<file path="src/hdl/tld_pkg.sv">
// Purpose: Shared constants for the trigger line direction control block.
// Assumes: One 100 MHz clock, APB register access, 32-bit data.
// Notes: Offsets are byte addresses of aligned words.
package tld_pkg;
  localparam int TLD_TRIG_W = 8;
  localparam int TLD_NB_W = 13;
  localparam logic [11:0] TLD_OFF_TRIG_DIR = 12'h000;
  localparam logic [11:0] TLD_OFF_TRIG_OUT = 12'h004;
  localparam logic [11:0] TLD_OFF_STAR = 12'h008;
  localparam logic [11:0] TLD_OFF_LEFT_DIR = 12'h00C;
  localparam logic [11:0] TLD_OFF_LEFT_OUT = 12'h010;
  localparam logic [11:0] TLD_OFF_RIGHT_DIR = 12'h014;
  localparam logic [11:0] TLD_OFF_RIGHT_OUT = 12'h018;
  localparam logic [11:0] TLD_OFF_LOAD = 12'h01C;
  localparam logic [11:0] TLD_OFF_IN_TRIG = 12'h020;
  localparam logic [11:0] TLD_OFF_IN_LEFT = 12'h024;
  localparam logic [11:0] TLD_OFF_IN_RIGHT = 12'h028;
  localparam int TLD_STAR_DIR_BIT = 0;
  localparam int TLD_STAR_OUT_BIT = 1;
  localparam int TLD_STAR_IN_BIT = 2;
  localparam int TLD_LOAD_AUTO_BIT = 0;
  localparam int TLD_LOAD_INH_BIT = 1;
  localparam int TLD_LOAD_DONE_BIT = 2;
  localparam int TLD_LOAD_UNCAL_BIT = 3;
  localparam logic [31:0] TLD_RESET_VAL = 32'h0000_0000;
endpackage

</file>
<file path="src/hdl/tld_link_if.sv">
// Purpose: Pins shared between the device end and another slot's end.
// Assumes: The bench resolves wires from the enables.
// Notes: Enables are high while the owner drives the line.
`timescale 1ns/1ps
`default_nettype none
interface tld_link_if;
  import tld_pkg::*;
  logic [TLD_TRIG_W-1:0] dev_trig_o, dev_trig_oe, trig_i;
  logic dev_star_o, dev_star_oe, star_i;
  logic [TLD_NB_W-1:0] dev_left_o, dev_left_oe, left_i;
  logic [TLD_NB_W-1:0] dev_right_o, dev_right_oe, right_i;
  logic [TLD_TRIG_W-1:0] far_trig_o, far_trig_oe;
  logic far_star_o, far_star_oe;
  logic [TLD_NB_W-1:0] far_left_o, far_left_oe;
  modport device (output dev_trig_o, dev_trig_oe, dev_star_o, dev_star_oe, dev_left_o,
    dev_left_oe, dev_right_o, dev_right_oe, input trig_i, star_i, left_i, right_i);
  modport far (output far_trig_o, far_trig_oe, far_star_o, far_star_oe, far_left_o,
    far_left_oe, input trig_i, star_i, left_i);
endinterface
`default_nettype wire

</file>
<file path="src/hdl/tld_device.sv">
// Purpose: Direction control of shared trigger, star and neighbour lines, APB slave.
// Assumes: Lines are static or slow pulses; inputs pass two flip-flops.
// Notes: Load inhibit strap is caught once both synchroniser flops hold a real sample.
//
// Implementation choices: the APB slave port and the placing of the registers.
`timescale 1ns/1ps
`default_nettype none
module tld_device (
  input wire logic pclk, // Clock, 100 MHz.
  input wire logic presetn, // Async reset, active low.
  input wire logic ce, // Clock enable.
  input wire logic psel, // APB select.
  input wire logic penable, // APB enable.
  input wire logic pwrite, // APB direction.
  input wire logic [11:0] paddr, // APB byte address.
  input wire logic [31:0] pwdata, // APB write data.
  output logic [31:0] prdata, // APB read data.
  output logic pready, // APB ready.
  output logic pslverr, // APB error, unmapped address.
  input wire logic load_inhibit_sw, // Load inhibit switch level.
  output logic load_start, // One-cycle pulse, start stored design load.
  tld_link_if.device link // Shared lines.
);
  import tld_pkg::*;

  // ----------------------------------------------------------------
  // State
  // ----------------------------------------------------------------
  typedef struct packed {
    logic [TLD_TRIG_W-1:0] t_dir;
    logic [TLD_TRIG_W-1:0] t_out;
    logic [TLD_TRIG_W-1:0] t_s1;
    logic [TLD_TRIG_W-1:0] t_s2;
    logic s_dir;
    logic s_out;
    logic s_s1;
    logic s_s2;
    logic [TLD_NB_W-1:0] l_dir;
    logic [TLD_NB_W-1:0] l_out;
    logic [TLD_NB_W-1:0] l_s1;
    logic [TLD_NB_W-1:0] l_s2;
    logic [TLD_NB_W-1:0] r_dir;
    logic [TLD_NB_W-1:0] r_out;
    logic [TLD_NB_W-1:0] r_s1;
    logic [TLD_NB_W-1:0] r_s2;
    logic inh_s1;
    logic inh_s2;
    logic fill1;
    logic fill2;
    logic strapped;
    logic inhibit;
    logic autoload;
    logic done;
    logic start;
    logic [31:0] rdata;
    logic ready;
    logic err;
  } tld_dev_t;
  tld_dev_t st_reg, st_next;

  // ----------------------------------------------------------------
  // Address decode
  // ----------------------------------------------------------------
  // Used only for the error answer; the read mux decodes paddr in its own case statement.
  function automatic logic mapped(input logic [11:0] a);
    mapped = (a <= TLD_OFF_IN_RIGHT) && (a[1:0] == 2'b00);
  endfunction

  // ----------------------------------------------------------------
  // Next state
  // ----------------------------------------------------------------
  logic acc;
  always_comb begin
    st_next = st_reg;
    acc = psel && !penable;
    if (ce) begin
      st_next.start = 1'b0;

      // ------------------------------------------------------------
      // Input synchronisers
      // ------------------------------------------------------------
      st_next.t_s1 = link.trig_i;
      st_next.t_s2 = st_reg.t_s1;
      st_next.s_s1 = link.star_i;
      st_next.s_s2 = st_reg.s_s1;
      st_next.l_s1 = link.left_i;
      st_next.l_s2 = st_reg.l_s1;
      st_next.r_s1 = link.right_i;
      st_next.r_s2 = st_reg.r_s1;
      st_next.inh_s1 = load_inhibit_sw;
      st_next.inh_s2 = st_reg.inh_s1;
      st_next.fill1 = 1'b1;
      st_next.fill2 = st_reg.fill1;

      // ------------------------------------------------------------
      // Strap capture and load start
      // ------------------------------------------------------------
      // The strap is caught once, from the second flop only, after both flops took a
      // real sample: their reset zeros would otherwise read as permission to load.
      if (!st_reg.strapped && st_reg.fill2) begin
        st_next.strapped = 1'b1;
        st_next.inhibit = st_reg.inh_s2;
      end
      // Load fires once, only if permitted by switch and software.
      if (st_reg.strapped && !st_reg.inhibit && st_reg.autoload && !st_reg.done) begin
        st_next.start = 1'b1;
        st_next.done = 1'b1;
      end

      // ------------------------------------------------------------
      // Register read
      // ------------------------------------------------------------
      // Setup is answered one cycle later; read data stands while ready is high.
      st_next.ready = 1'b0;
      st_next.err = 1'b0;
      if (acc) begin
        st_next.ready = 1'b1;
        st_next.err = !mapped(paddr);
        st_next.rdata = TLD_RESET_VAL;
        if (!pwrite) begin
          unique case (paddr)
            TLD_OFF_TRIG_DIR: st_next.rdata[TLD_TRIG_W-1:0] = st_reg.t_dir;
            TLD_OFF_TRIG_OUT: st_next.rdata[TLD_TRIG_W-1:0] = st_reg.t_out;
            TLD_OFF_STAR: begin
              st_next.rdata[TLD_STAR_DIR_BIT] = st_reg.s_dir;
              st_next.rdata[TLD_STAR_OUT_BIT] = st_reg.s_out;
              st_next.rdata[TLD_STAR_IN_BIT] = st_reg.s_s2;
            end
            TLD_OFF_LEFT_DIR: st_next.rdata[TLD_NB_W-1:0] = st_reg.l_dir;
            TLD_OFF_LEFT_OUT: st_next.rdata[TLD_NB_W-1:0] = st_reg.l_out;
            TLD_OFF_RIGHT_DIR: st_next.rdata[TLD_NB_W-1:0] = st_reg.r_dir;
            TLD_OFF_RIGHT_OUT: st_next.rdata[TLD_NB_W-1:0] = st_reg.r_out;
            TLD_OFF_LOAD: begin
              st_next.rdata[TLD_LOAD_AUTO_BIT] = st_reg.autoload;
              st_next.rdata[TLD_LOAD_INH_BIT] = st_reg.inhibit;
              st_next.rdata[TLD_LOAD_DONE_BIT] = st_reg.done;
              st_next.rdata[TLD_LOAD_UNCAL_BIT] = st_reg.inhibit;
            end
            TLD_OFF_IN_TRIG: st_next.rdata[TLD_TRIG_W-1:0] = st_reg.t_s2;
            TLD_OFF_IN_LEFT: st_next.rdata[TLD_NB_W-1:0] = st_reg.l_s2;
            TLD_OFF_IN_RIGHT: st_next.rdata[TLD_NB_W-1:0] = st_reg.r_s2;
            default: st_next.rdata = TLD_RESET_VAL;
          endcase
        end
      end

      // ------------------------------------------------------------
      // Register write
      // ------------------------------------------------------------
      // A write lands only at the access edge at which the master samples ready high,
      // so a line never turns before the transfer that ordered it has completed.
      // Writes are accepted whether or not loading was inhibited.
      // Writes to the read-only input and status words are ignored without error.
      if (psel && penable && pwrite && st_reg.ready) begin
        unique case (paddr)
          TLD_OFF_TRIG_DIR: st_next.t_dir = pwdata[TLD_TRIG_W-1:0];
          TLD_OFF_TRIG_OUT: st_next.t_out = pwdata[TLD_TRIG_W-1:0];
          TLD_OFF_STAR: begin
            st_next.s_dir = pwdata[TLD_STAR_DIR_BIT];
            st_next.s_out = pwdata[TLD_STAR_OUT_BIT];
          end
          TLD_OFF_LEFT_DIR: st_next.l_dir = pwdata[TLD_NB_W-1:0];
          TLD_OFF_LEFT_OUT: st_next.l_out = pwdata[TLD_NB_W-1:0];
          TLD_OFF_RIGHT_DIR: st_next.r_dir = pwdata[TLD_NB_W-1:0];
          TLD_OFF_RIGHT_OUT: st_next.r_out = pwdata[TLD_NB_W-1:0];
          TLD_OFF_LOAD: st_next.autoload = pwdata[TLD_LOAD_AUTO_BIT];
          default: st_next.err = 1'b0;
        endcase
      end
    end
  end

  always_ff @(posedge pclk or negedge presetn) begin
    if (!presetn) begin
      st_reg <= '0;
    end else begin
      st_reg <= st_next;
    end
  end

  // ----------------------------------------------------------------
  // Outputs
  // ----------------------------------------------------------------
  // Direction bits drive the enables directly; software owns contention avoidance.
  // A direction change shows at the same edge at which the write lands, never earlier.
  assign link.dev_trig_oe = st_reg.t_dir;
  assign link.dev_trig_o = st_reg.t_out;
  assign link.dev_star_oe = st_reg.s_dir;
  assign link.dev_star_o = st_reg.s_out;
  assign link.dev_left_oe = st_reg.l_dir;
  assign link.dev_left_o = st_reg.l_out;
  assign link.dev_right_oe = st_reg.r_dir;
  assign link.dev_right_o = st_reg.r_out;
  assign prdata = st_reg.rdata;
  assign pready = st_reg.ready;
  assign pslverr = st_reg.err;
  assign load_start = st_reg.start;
endmodule
`default_nettype wire

</file>
<file path="src/flat_wrapper.sv">
// flat-port wrapper written by rule: the top's interface ports become plain ports
module tld_device_flat import tld_pkg::*;
  (pclk, presetn, ce, psel, penable, pwrite, paddr, pwdata, prdata, pready, pslverr, load_inhibit_sw, load_start, link_dev_trig_o, link_dev_trig_oe, link_dev_star_o, link_dev_star_oe, link_dev_left_o, link_dev_left_oe, link_dev_right_o, link_dev_right_oe, link_trig_i, link_star_i, link_left_i, link_right_i);
  tld_link_if link_i ();
  input wire logic pclk;
  input wire logic presetn;
  input wire logic ce;
  input wire logic psel;
  input wire logic penable;
  input wire logic pwrite;
  input wire logic [11:0] paddr;
  input wire logic [31:0] pwdata;
  output logic [31:0] prdata;
  output logic pready;
  output logic pslverr;
  input wire logic load_inhibit_sw;
  output logic load_start;
  output wire logic [$bits(link_i.dev_trig_o)-1:0] link_dev_trig_o;
  output wire logic [$bits(link_i.dev_trig_oe)-1:0] link_dev_trig_oe;
  output wire logic [$bits(link_i.dev_star_o)-1:0] link_dev_star_o;
  output wire logic [$bits(link_i.dev_star_oe)-1:0] link_dev_star_oe;
  output wire logic [$bits(link_i.dev_left_o)-1:0] link_dev_left_o;
  output wire logic [$bits(link_i.dev_left_oe)-1:0] link_dev_left_oe;
  output wire logic [$bits(link_i.dev_right_o)-1:0] link_dev_right_o;
  output wire logic [$bits(link_i.dev_right_oe)-1:0] link_dev_right_oe;
  input wire logic [$bits(link_i.trig_i)-1:0] link_trig_i;
  input wire logic [$bits(link_i.star_i)-1:0] link_star_i;
  input wire logic [$bits(link_i.left_i)-1:0] link_left_i;
  input wire logic [$bits(link_i.right_i)-1:0] link_right_i;
  assign link_dev_trig_o = link_i.dev_trig_o;
  assign link_dev_trig_oe = link_i.dev_trig_oe;
  assign link_dev_star_o = link_i.dev_star_o;
  assign link_dev_star_oe = link_i.dev_star_oe;
  assign link_dev_left_o = link_i.dev_left_o;
  assign link_dev_left_oe = link_i.dev_left_oe;
  assign link_dev_right_o = link_i.dev_right_o;
  assign link_dev_right_oe = link_i.dev_right_oe;
  assign link_i.trig_i = link_trig_i;
  assign link_i.star_i = link_star_i;
  assign link_i.left_i = link_left_i;
  assign link_i.right_i = link_right_i;
  tld_device u_core (.pclk(pclk), .presetn(presetn), .ce(ce), .psel(psel), .penable(penable), .pwrite(pwrite), .paddr(paddr), .pwdata(pwdata), .prdata(prdata), .pready(pready), .pslverr(pslverr), .load_inhibit_sw(load_inhibit_sw), .load_start(load_start), .link(link_i));
endmodule
</file>
<file path="config.mk">
export PLATFORM = sky130hd
export DESIGN_NAME = tld_device_flat
export DESIGN_NICKNAME = d
export VERILOG_FILES = /design/src/hdl/tld_pkg.sv /design/src/hdl/tld_link_if.sv /design/src/hdl/tld_device.sv /design/src/flat_wrapper.sv
export SDC_FILE = /design/constraint.sdc
export NUM_CORES = 1
export LEC_CHECK = 0
export BUFFER_PORTS_ARGS = -buffer_cell sky130_fd_sc_hd__buf_2
export CAP_MARGIN = 10
export CORE_AREA = 2 2 126 128
export DETAILED_ROUTE_END_ITERATION = 12
export DIE_AREA = 0 0 128 130
export PLACE_DENSITY = 0.84
export SYNTH_ARGS = -nofsm -noshare
export SYNTH_HDL_FRONTEND = slang
export SYNTH_SLANG_ARGS = --single-unit
</file>
<file path="constraint.sdc">
create_clock -name pclk -period 2.1 [get_ports pclk]
set_clock_uncertainty 0.15 [all_clocks]
set_input_delay 0.42 -clock pclk [delete_from_list [all_inputs] [get_ports pclk]]
set_output_delay 0.42 -clock pclk [all_outputs]
set_load 0.02 [all_outputs]
</file>
# Word level (Yosys, flattened, before mapping)

Index checks and enable logic that the tools add are counted.
Widths: inputs -> output; s select.

Register bits: 164
Input port bits: 86
Output and inout port bits: 105
Word-level logic and storage cells: 76

Magnitude comparators: 1
Equality and inequality tests: 10
Muxes and demuxes: 9
Reduce and logical (&&, ||, !) cells: 28

Operator list:

| operator            | count |
|---|---|
| $eq 12x5->1 const B | 4 |
| $eq 12x6->1 const B | 3 |
| $pmux 4 s9          | 1 |
| $pmux 3 s11         | 1 |
| $pmux 5 s6          | 1 |
| $eq 12x4->1 const B | 2 |
| $reduce_and 3->1    | 8 |
| $mux 13             | 1 |
| $eq 12x3->1 const B | 1 |
| $le 12x6->1 const B | 1 |
| $logic_not 12->1    | 1 |
| $pmux 1 s10         | 1 |
| $logic_and 1x1->1   | 9 |
| $reduce_or 8->1     | 1 |
| $reduce_and 2->1    | 3 |
| $logic_not 1->1     | 5 |
| $mux 1              | 3 |
| $logic_not 2->1     | 1 |
| $mux 2              | 1 |

# Logic depth before layout (Yosys ltp)

Word-level depth: 6
Mapped depth: 8
Depth with buffers taken out: 5

# Least setup slack after synthesis

Ideal clock, no wire load.

Path type: input-to-reg
Start: in paddr[11]
End: reg u_core.st_reg (netlist bit u_core.link.dev_right_oe[10])
Setup time: 125 ps
Data arrival time: 2025 ps
Path slack: -200 ps
Stages on the path: 6
Cells stage by stage: nor4_4 nand3_2 or2_4 nor3_4 buf_6 mux2_2

Longest elaborated chain between the ends: 2

Ends and longest elaborated chain:

| what                              | RTL line           | text |
|---|---|---|
| from (decl)                       | flat_wrapper.sv:11 | `input wire logic [11:0] paddr;` |
| $eq 12x5->1                       | tld_device.sv:155  | `unique case (paddr)` |
| $reduce_and 3->1 (no source line) | --                 |  |
| to (signal assigned)              | tld_device.sv:177  | `st_reg <= st_next;` |
| to (decl)                         | tld_device.sv:59   | `tld_dev_t st_reg, st_next;` |

No other way between the ends.
A chain may end at the register's enable or synchronous reset.

# Final worst setup path

Start: reg u_core.st_reg (netlist bit u_core.pready)
End: reg u_core.st_reg (netlist bit u_core.link.dev_right_oe[6])

Longest elaborated chain between the ends: 2

Ends and longest elaborated chain:

| what                              | RTL line          | text |
|---|---|---|
| $logic_and 1x1->1                 | tld_device.sv:154 | `if (psel && penable && pwrite && st_reg.ready) begin` |
| $reduce_and 3->1 (no source line) | --                |  |

No other way between the ends.

==> flow_summary.yaml <==
floorplan:
  core_sq_um: 15400
  ios: 191
  dieArea_sq_um: 16600
  placement_rows: 46
  die_y_um: 130
  initial_core_util_pct: 52.8
  die_w_um: 128
clock_tree:
  insertion_delay_ns: 0.43
  root_buffer: "clkbuf_16"
  cts-htree-levels: 4
  cts.clk_slew.worst_paths_ns: 0.07
  clock_sinks: 164
  cts_tree: "built"
  cts_setup_buffers: 0
  clock_path_buffers: 2
  cts_buffers: 17
finish:
  area_delta_synth_final_pct: 16.9
  insertedDiodeCount: 0
  multiInputGateArea_sq_um: 3190
  seq_area_sq_um: 4100
  largest_reg_flops: 78
  finalNetCount: 861
  fillers: 1215
  layout-drive-gt1-share_pct: 54.7
worst_setup_path:
  worstSetupPathType: "register to register"
  slowest_delay_ns: 0.38
  cp-start-kind: "register"
  cpMaxStageDelayCell: "dfrtp_1"
  path_max_fanout: 9
  cp-end-kind: "register"
  path_cells: "and3_4, nand3_4, or2_4, nor3_4, buf_12, mux2_2"
  crit_buf_inv: 1
  worstPathArrival_ns: 2.19
  crit_family: "simple AND/OR/NAND/NOR gates"
  crit_required_ns: 2.25
yosys:
  synthTopCellsByCount: "164 x dfrtp_1, 143 x mux2_2, 103 x buf_4"
  synth-edff-count: 0
  yosysMostFrequentCell: "dfrtp_1"
  synth_top_area_cell: "dfrtp_1"
  synth_seq_cells: 164
  synth_cell_types: 66
  yosys.area_share.simple_pct: 8.13
  synthMuxAreaShare_pct: 24.8
  synth_xor_area_share_pct: 0.108
  async_flop_share_pct: 100
  synth_seq_area_share_pct: 50.4
  netlist_area_sq_um: 8140
  netlist_top_cells_area: "dfrtp_1 50%, mux2_2 20%, buf_4 9.5%, mux2_4 1.8%, nand2_1 1.8%"
  avgSynthCellArea_sq_um: 12.6
  synthCells: 648
  synth-adder-area-share_pct: 0
  synth-compound-area-share_pct: 5.01
  yosysWarnings: 0
  synth.top_cell.area_share_pct: 50.4
  ys.flop_type: "dfrtp_1"
  synth_top_family_by_area: "multiplexers"
drt:
  wire_per_inst_um: 19.2
  drc: 0
  postRouteAntennaNets: 0
  vias_per_cell: 5.45
  vias: 5344
  drt-pass1-iter-count: 4
  drt_wl_total_um: 18900
  drtIter0Drc: 319
timing:
  report.final.slew_viol_count: 0
  final-hold-violation-count: 0
  period_share_pct: 97.0
  timing.fmax_ghz: 0.491
  rsz0062_at_grt: "true"
  period_needed_ns: 2.04
  holdWs_ns: 0.0689
  setup_viol: 0
  worst_pin_slew_ns: 0.734
  slew_headroom_pct: 51.0
  timing.setup.tns_ns: 0
global_route:
  grt_pass1_wl_um: 29000
  grt_pass1_vias: 5366
  antenna_found_initial: 0
  grt_usage_pct: 23.1
  grt-ovfl-total: 0
  grt_max_degree: 60
power_and_ir_drop:
  seqPwrFrac_pct: 48.1
  p_leak_nw: 4.75
  power_per_cell_area_nw_per_um2: 752
  p_int_w: 0.00529
  p_switching_w: 0.00187
  p_comb_share_pct: 9.1
  clock_power_share_pct: 42.8
  ir_drop_mv: 0.624
  swShare_pct: 26.1
placement:
  hpwl_um: 14000
  portBuffers: 152
  gp_congestion: 0.927
status:
  status: "completed"
min_path:
  hp-class: "primary input to register"
run:
  maxCapViolations: 0
==> power by group through the flow <==
stage,logic [W],clock network [W],registers [W]
CTS,0.000657,0.00313,0.00344
detailed placement,0.000651,0,0.00350
global placement,0.000633,0,0.00350
finish,0.000650,0.00306,0.00344
floorplan,0.000387,0,0.00346
global route,0.000712,0.00328,0.00346
==> area by class of cell <==
| class | instances | area share [%] |
|---|---|---|
| Sequential cell | 164 | 43.2 |
| Timing Repair Buffer | 219 | 14.3 |
| Clock buffer | 18 | 4.62 |
| Clock inverter | 14 | 1.62 |
| Tap cell | 192 | 2.53 |
| Multi-Input combinational cell | 367 | 33.6 |
| Inverter | 6 | 0.237 |
==> per-stage QoR <==
step	std cells	setup slack, ns	utilization (%)	total power [W]	area (sq um)
global route	980	-0.0106	61.6	0.00746	9510
CTS	980	0.0518	61.5	0.00723	9480
finish	980	0.0631	61.6	0.00715	9510
global placement	947	-0.318	57.5	0.00413	8870
detailed placement	947	-0.308	57.5	0.00415	8870
floorplan	666	-0.146	-	0.00385	8210
==> cell usage in the layout, fill, tap and decap left out, types with 6 or more instances in the layout <==
cell,instances
buf_12,6
buf_2,150
buf_4,59
clkbuf_16,17
conb_1,19
dfrtp_1,164
inv_1,6
inv_6,6
mux2_2,143
mux2_4,10
mux2i_1,13
nand2_1,38
nand3_1,9
nand4_1,8
nor2_1,19
o21ai_0,18
==> worst paths after layout <==
| check | from | end | slack (ns) | cells past startpoint |
|---|---|---|---|---|
| min in group asynchronous | presetn | u_core.link.dev_star_oe | 0.35 | 2 |
| max | u_core.pready | u_core.link.dev_right_oe[6] | 0.06 | 6 |
| max in group asynchronous | presetn | u_core.link.dev_right_oe[8] | 0.86 | 3 |
| min | link_left_i[2] | u_core.st_reg[110] | 0.07 | 2 |
| min reg2reg | u_core.prdata[6] | u_core.prdata[6] | 0.32 | 2 |
| max reg2reg | u_core.pready | u_core.link.dev_right_oe[6] | 0.06 | 6 |
==> logic make-up (layout without fill, tap and decap cells) <==
family / count (synthesis) / after routing
multiplexers: 172 / 172
flip-flops: 164 / 164
buffers and inverters: 135 / 257
AND/OR/NAND/NOR: 117 / 117
AO/OA/AOI/OAI: 58 / 58
other: 1 / 19
XOR/XNOR: 1 / 1
==> metal layers <==
metal,routed length (um),global-route usage (%),up-vias
met4,385,8.14,0
met5,0,0,-
li1,-,-,2455
met1,7910,29.3,2680
met2,9550,39.2,181
met3,1010,5.45,28
==> timing repair <==
| action | CTS | global route |
|---|---|---|
| hold buffers | 1 | 0 |
| endpoints found under the hold margin | 43 | 0 |
| endpoints found under the setup margin | 35 | 31 |
| pin swaps | 1 | 2 |
| gates resized for setup | 2 | 5 |
(Power assumes the default switching activity.)
